==> src/common/cffr_defines.svh <==
// register offsets, field positions and reset values of the fault/flag bank
`ifndef CFFR_DEFINES_SVH
`define CFFR_DEFINES_SVH

`define CFFR_FAULT_OFFSET       8'h21
`define CFFR_FLAG_OFFSET        8'h22
`define CFFR_REG_RESET          8'h00
`define CFFR_READ_IDLE          8'h00

`define CFFR_FAULT_SYS_SHORT    7
`define CFFR_FAULT_SYS_OVP      6
`define CFFR_FAULT_BOOST_OVP    5
`define CFFR_FAULT_BOOST_UVP    4
`define CFFR_FAULT_THERMAL      2

`define CFFR_FLAG_ICURR         7
`define CFFR_FLAG_VLIM          6
`define CFFR_FLAG_WDOG          5
`define CFFR_FLAG_WEAK          4
`define CFFR_FLAG_PGOOD         3
`define CFFR_FLAG_IN2           2
`define CFFR_FLAG_IN1           1
`define CFFR_FLAG_BUS           0

`endif

==> src/common/cffr_pkg.sv <==
// types shared by the fault/flag register bank
package cffr_pkg;
  typedef logic [7:0] cffr_byte_t;
  // per-flag detection style
  typedef enum logic [1:0] {
    CFFR_DET_RISE = 2'b01,
    CFFR_DET_ANY  = 2'b10
  } cffr_det_e;
endpackage

==> src/common/cffr_evt_if.sv <==
// carrier between event detectors and the flag register
interface cffr_evt_if;
  logic [7:0] level;
  logic [7:0] hit;
  modport det (input level, output hit);
  modport reg_side (output level, input hit);
endinterface

==> src/core/cffr_edge_det.sv <==
// per-bit edge detectors feeding the flag register
`include "cffr_defines.svh"
module cffr_edge_det
  import cffr_pkg::*;
(
  input  wire logic  i_ref_clk,
  input  wire logic  i_rst_b,
  cffr_evt_if.det    evt
);
  // bits 3..0 flag any change, the rest only rising edges
  localparam logic [7:0] ANY_MASK = 8'h0F;

  logic [7:0] prev_r;

  // ****************************************
  // previous level, zero at reset
  // ****************************************
  always_ff @(posedge i_ref_clk) begin
    if (!i_rst_b) begin
      prev_r <= `CFFR_REG_RESET;
    end else begin
      prev_r <= evt.level;
    end
  end

  genvar g;
  generate
    for (g = 0; g < 8; g++) begin : g_det
      if (ANY_MASK[g]) begin : g_any
        assign evt.hit[g] = evt.level[g] ^ prev_r[g];
      end else begin : g_rise
        assign evt.hit[g] = evt.level[g] & ~prev_r[g];
      end
    end
  endgenerate
endmodule

==> src/core/cffr_regs.sv <==
// charger fault status and event flag registers, read-only to the host
`include "cffr_defines.svh"
module cffr_regs
  import cffr_pkg::*;
(
  input  wire logic       i_ref_clk,
  input  wire logic       i_rst_b,
  input  wire logic       i_sys_rail_short_fault,
  input  wire logic       i_sys_rail_overvolt_fault,
  input  wire logic       i_boost_out_overvolt_fault,
  input  wire logic       i_boost_out_undervolt_fault,
  input  wire logic       i_die_thermal_shutdown_fault,
  input  wire logic       i_input_current_regulation,
  input  wire logic       i_boost_current_regulation,
  input  wire logic       i_input_voltage_regulation,
  input  wire logic       i_boost_voltage_regulation,
  input  wire logic       i_bus_watchdog_expiry,
  input  wire logic       i_weak_source,
  input  wire logic       i_power_good_state,
  input  wire logic       i_second_input_present,
  input  wire logic       i_first_input_present,
  input  wire logic       i_bus_input_present,
  input  wire logic       i_rd_en,
  input  wire logic [7:0] i_rd_addr,
  output logic      [7:0] o_rd_data,
  output logic      [7:0] o_fault_status_one,
  output logic      [7:0] o_charger_event_flags_zero
);
  cffr_byte_t fault_r;
  cffr_byte_t fault_nxt;
  cffr_byte_t flags_r;
  cffr_byte_t flags_nxt;
  cffr_byte_t rd_data_r;
  logic       flag_rd;

  cffr_evt_if evt ();

  // ****************************************
  // event sources
  // ****************************************
  // regulation loops share one flag between charge and boost modes
  always_comb begin
    evt.level = 8'h00;
    evt.level[`CFFR_FLAG_ICURR] = i_input_current_regulation |
                                  i_boost_current_regulation;
    evt.level[`CFFR_FLAG_VLIM]  = i_input_voltage_regulation |
                                  i_boost_voltage_regulation;
    evt.level[`CFFR_FLAG_WDOG]  = i_bus_watchdog_expiry;
    evt.level[`CFFR_FLAG_WEAK]  = i_weak_source;
    evt.level[`CFFR_FLAG_PGOOD] = i_power_good_state;
    evt.level[`CFFR_FLAG_IN2]   = i_second_input_present;
    evt.level[`CFFR_FLAG_IN1]   = i_first_input_present;
    evt.level[`CFFR_FLAG_BUS]   = i_bus_input_present;
  end

  cffr_edge_det u_edge_det (
    .i_ref_clk (i_ref_clk),
    .i_rst_b   (i_rst_b),
    .evt       (evt.det)
  );

  // ****************************************
  // fault status: live image of detectors
  // ****************************************
  always_comb begin
    fault_nxt = 8'h00; // reserved bits stay zero
    fault_nxt[`CFFR_FAULT_SYS_SHORT]  = i_sys_rail_short_fault;
    fault_nxt[`CFFR_FAULT_SYS_OVP]    = i_sys_rail_overvolt_fault;
    fault_nxt[`CFFR_FAULT_BOOST_OVP]  = i_boost_out_overvolt_fault;
    fault_nxt[`CFFR_FAULT_BOOST_UVP]  = i_boost_out_undervolt_fault;
    fault_nxt[`CFFR_FAULT_THERMAL]    = i_die_thermal_shutdown_fault;
  end

  always_ff @(posedge i_ref_clk) begin
    if (!i_rst_b) begin
      fault_r <= `CFFR_REG_RESET;
    end else begin
      fault_r <= fault_nxt;
    end
  end

  // ****************************************
  // event flags: sticky, clear on read
  // ****************************************
  assign flag_rd = i_rd_en && (i_rd_addr == `CFFR_FLAG_OFFSET);

  // set wins over the read clear so a coincident event survives
  always_comb begin
    flags_nxt = flag_rd ? evt.hit : (flags_r | evt.hit);
  end

  always_ff @(posedge i_ref_clk) begin
    if (!i_rst_b) begin
      flags_r <= `CFFR_REG_RESET;
    end else begin
      flags_r <= flags_nxt;
    end
  end

  // ****************************************
  // read port: no write path exists
  // ****************************************
  // data registered one cycle after the strobe; flag snapshot is pre-clear
  always_ff @(posedge i_ref_clk) begin
    if (!i_rst_b) begin
      rd_data_r <= `CFFR_REG_RESET;
    end else if (i_rd_en) begin
      case (i_rd_addr)
        `CFFR_FAULT_OFFSET: rd_data_r <= fault_r;
        `CFFR_FLAG_OFFSET:  rd_data_r <= flags_r;
        default:            rd_data_r <= `CFFR_READ_IDLE;
      endcase
    end
  end

  assign o_rd_data                  = rd_data_r;
  assign o_fault_status_one         = fault_r;
  assign o_charger_event_flags_zero = flags_r;
endmodule

==> config.mk <==
export PLATFORM = sky130hd
export DESIGN_NAME = cffr_regs
export DESIGN_NICKNAME = d
export VERILOG_FILES = /design/src/common/cffr_pkg.sv /design/src/common/cffr_evt_if.sv /design/src/core/cffr_edge_det.sv /design/src/core/cffr_regs.sv
export VERILOG_INCLUDE_DIRS = /design/src /design/src/common
export SDC_FILE = /design/constraint.sdc
export NUM_CORES = 1
export LEC_CHECK = 0
export BUFFER_PORTS_ARGS = -buffer_cell sky130_fd_sc_hd__buf_2
export CORE_ASPECT_RATIO = 1.1
export CORE_MARGIN = 2
export CORE_UTILIZATION = 40
export CTS_BUF_LIST = sky130_fd_sc_hd__clkbuf_8 sky130_fd_sc_hd__clkbuf_16
export DETAILED_ROUTE_END_ITERATION = 8
export GPL_TIMING_DRIVEN = 0
export PLACE_DENSITY = 0.74
export SYNTH_ARGS = -nofsm -noshare
export SYNTH_HDL_FRONTEND = slang
export SYNTH_HIERARCHICAL = 1
export SYNTH_SLANG_ARGS = --single-unit
==> constraint.sdc <==
create_clock -name i_ref_clk -period 0.8 [get_ports i_ref_clk]
set_input_delay 0.04 -clock i_ref_clk [delete_from_list [all_inputs] [get_ports i_ref_clk]]
set_output_delay 0.04 -clock i_ref_clk [all_outputs]
set_load 0.01 [all_outputs]
==> metrics.md <==
| Metric | Value |
|---|---|
| Multiplexer area fraction after synthesis | 0% |
| Fin crit period | slightly below 800 ps |
| Synth Area in Adders | 0% |
| Number of enable flip-flop cells after synthesis | 0 |
| Die height | 59.0 µm |
| Largest net degree at the start of global routing | 14 |
| Hold Fails Final Rpt | 0 |
| Num CTS Buffers | 5 |
| Switch Pwr | between 0.0007 and 0.0008 W |
| Dominant cells by area after synthesis | dfxtp_1, and2_1, nor2b_1, a21oi_1, o21ai_0 |
| Flop pwr share | between 50% and 60% |
| Cells after synthesis | approximately 110 |
| Ant. Diodes | 0 |
| Max Fclk | between 1 and 1.5 GHz |
| Kind of critical path | reg -> reg |
| Fin Clk Skew | roughly 3.9 ps |
| Post-synth top area share | between 50% and 60% |
| Pre-Repair DR Iteration Count | 4 |
| Synth Cell Area | 1100 µm² |
| Post-CTS Setup Bufs | 0 |
| CTS tree | done |
| CP endpoint kind | register |
| Initial Util | between 40% and 50% |
| Yosys warning count | 6 |
| Post-route ant nets | 0 |
| Initial antenna violation count | 0 |
| GRT overflow | 0 |
| Final core occ | roughly 65% |
| MaxCap Viol Count | 0 |
| Worst R2R Path Depth | 3 |
| Final max-slew violation count | 0 |
| Share of layout cells above drive strength 1 | between 50% and 60% |
| Synth unique cells | 21 |
| Nets | 201 |
| Power Dens Cells | ~1800 nW/µm² |
| WP data required | 1000 ps |
| Io pins | 50 |
| Hold depth | 2 |
| Int Pwr | about 0.0023 W |
| Final setup viols | 0 |
| Comb power frac | 13.3% |
| Net Sw Frac | around a quarter |
| Root buf cell | clkbuf_8 |
| Final GP Congestion | about 0.79 |
| Avg Cell Area, Syn | 9.91 µm² |
| DR vias | around 1000 |
| Detailed Place HPWL | 1.76 mm |
| Die W | roughly 54 µm |
| H-tree Lvls | 2 |
| Setup tns final | 0 ps |
| Clock share of power | roughly a third |
| DRC Markers | 0 |
| Ys flop type | dfxtp_1 |
| Post-placement cell count | 190 |
| First-pass GRT wire length | slightly above 4 mm |
| Sequential fraction of the synthesis area | a little over half |
| Most frequent cells after synthesis | dfxtp_1, and2_1, a21oi_1, nor2_1, o21ai_0 |
| # fillers | between 200 and 250 |
| Vias in the first global route | between 900 and 1000 |
| Most common cell in the synthesized netlist | dfxtp_1 |
| RSZ-0062 raised after global routing | true |
| Crit-path slowest cell | dfxtp_2 |
| Seq cells post-synth | 29 |
| Area Overhead vs Synth | 50.6% |
| Met3 wire len | approximately 160 µm |
| Crit Path Max Fanout | 2 |
| Worst min path class | in -> reg |
| Clock sink count | 29 |
| Via density per instance | between 4 and 5 |
| Synth Area in Compound Gates | 16.0% |
| Tcrit/Tclk final | 98.5% |
| Largest family of logic cells by synthesized area | simple AND/OR/NAND/NOR gates |
| Row cnt | 19 |
| Highest Signal Layer | met4 |
| Crit-path cells | xor2_2 > o21ai_1 > a21oi_1 |
| Fraction of registers with async set/reset | 0% |
| Routed len/inst | roughly 12 µm |
| Crit path launch type | register |
| Hold_ws | slightly below 30 ps |
| Die ar. | around 3200 µm² |
| DRT Wirelength | 2.49 mm |
| Port bufs | between 40 and 50 |
| Met2 Routed Length | around 1.3 mm |
| Wire length on met1 | between 1 and 1.5 mm |
| Leak | roughly 0.76 nW |
| Synth Area in Simple Gates | 23.9% |
| Post-synth top area cell | dfxtp_1 |
| Status | complete, no violations |
| WP data arrival | just under 1000 ps |
| XOR/XNOR share of the synthesized area | between 3 and 4% |
| Clk buf depth | 2 |
| Worst-path clk slew | 60 ps |
| CORE AREA | between 2000 and 3000 µm² |
| Critical path's largest stage delay | 340 ps |
| Non-filler instance count after layout | slightly above 200 |
| GRT Total Usage | 17.6% |
| Max VDD drop | around 1.7 mV |
| Clock latency on the worst-skew pair | roughly 270 ps |
| DRT iter0 DRCs | 9 |
[repair_timing]
action / in CTS / in global routing
endpoints found under the setup margin: 10 / 24
endpoints found under the hold margin: 9 / 0
resized for setup: 12 / 28
pin swaps: 2 / 8
hold buffers: 9 / 0
[power by group through the flow]
| stage | sequential, W | clock, W | combinational (W) |
|---|---|---|---|
| global placement | 0.00159 | 0 | 0.000323 |
| floorplan | 0.00161 | 0 | 0.000153 |
| detailed placement | 0.00159 | 0 | 0.000329 |
| CTS | 0.00157 | 0.00108 | 0.000367 |
| global route | 0.00159 | 0.00115 | 0.000450 |
| finish | 0.00158 | 0.00105 | 0.000405 |
[path summary, 6_finish.rpt]
path	startpoint	endpoint	slack, ps
max	u_edge_det/prev_r[3]	o_charger_event_flags_zero[3]	10
min	i_first_input_present	u_edge_det/prev_r[1]	30
max reg2reg	u_edge_det/prev_r[3]	o_charger_event_flags_zero[3]	10
min reg2reg	o_rd_data[1]	o_rd_data[1]	460
[sequential cells by signal, indices dropped and copies added (netlist names)]
signal,cells
o_rd_data,8
u_edge_det/prev_r,8
o_charger_event_flags_zero,8
o_fault_status_one,5
[per-layer routing]
| metal | global-route usage (%) | vias to the layer above |
|---|---|---|
| met5 | 0 | - |
| met4 | 7.50 | 0 |
| met3 | 5.30 | 6 |
| met2 | 28.2 | 33 |
| met1 | 21.6 | 464 |
| li1 | - | 503 |
[cell families after synthesis]
group	Yosys count
compound gates	29
simple gates	41
flops	29
other cells	1
xor+xnor	4
buf+inv	7
[final cells by class]
cell class	count	area [µm²]	share of cell area, %
flip-flops and latches	29	611	36.9
multi-input cells	77	518	31.3
repair buffers	55	364	22.0
clock buffers	5	68.8	4.15
plain buffers	7	45.0	2.72
well taps	31	38.8	2.34
clock inverters	3	11.3	0.680
[cell usage in the layout (no fill, tap or decap), types with 2 or more instances in the layout]
cell type and instances:
buf_2 39, buf_4 3, a21oi_1 8, clkbuf_1 3
nor2_1 8, o21ai_0 5, a32o_2 3, o21ai_1 8
dlygate4sd3_1 9, and2_1 13, buf_6 8, nor2b_2 3
nor2b_1 5, clkbuf_8 5, inv_1 3, a22oi_1 5
xor2_2 3, nand3b_1 5, or2_2 2, conb_1 3
dfxtp_2 21, dfxtp_1 7
[critical path: cells and delay by family (launching register included)]
family / cells / cell delay (ps)
xor gates and xnor gates: 1 / 170
DFF: 1 / 340
AOI/OAI and AO/OA: 2 / 210
[metrics by stage]
step	total power [W]	cell area, µm²	worst slack, ps
after floorplan	0.00176	1110	17.0
after global placement	0.00191	1380	-186
after detailed placement	0.00192	1380	-220
after CTS	0.00301	1560	-6.92
after global routing	0.00319	1660	-58.1
final	0.00304	1660	11.8
No activity file was read; power rests on OpenSTA's default activity.
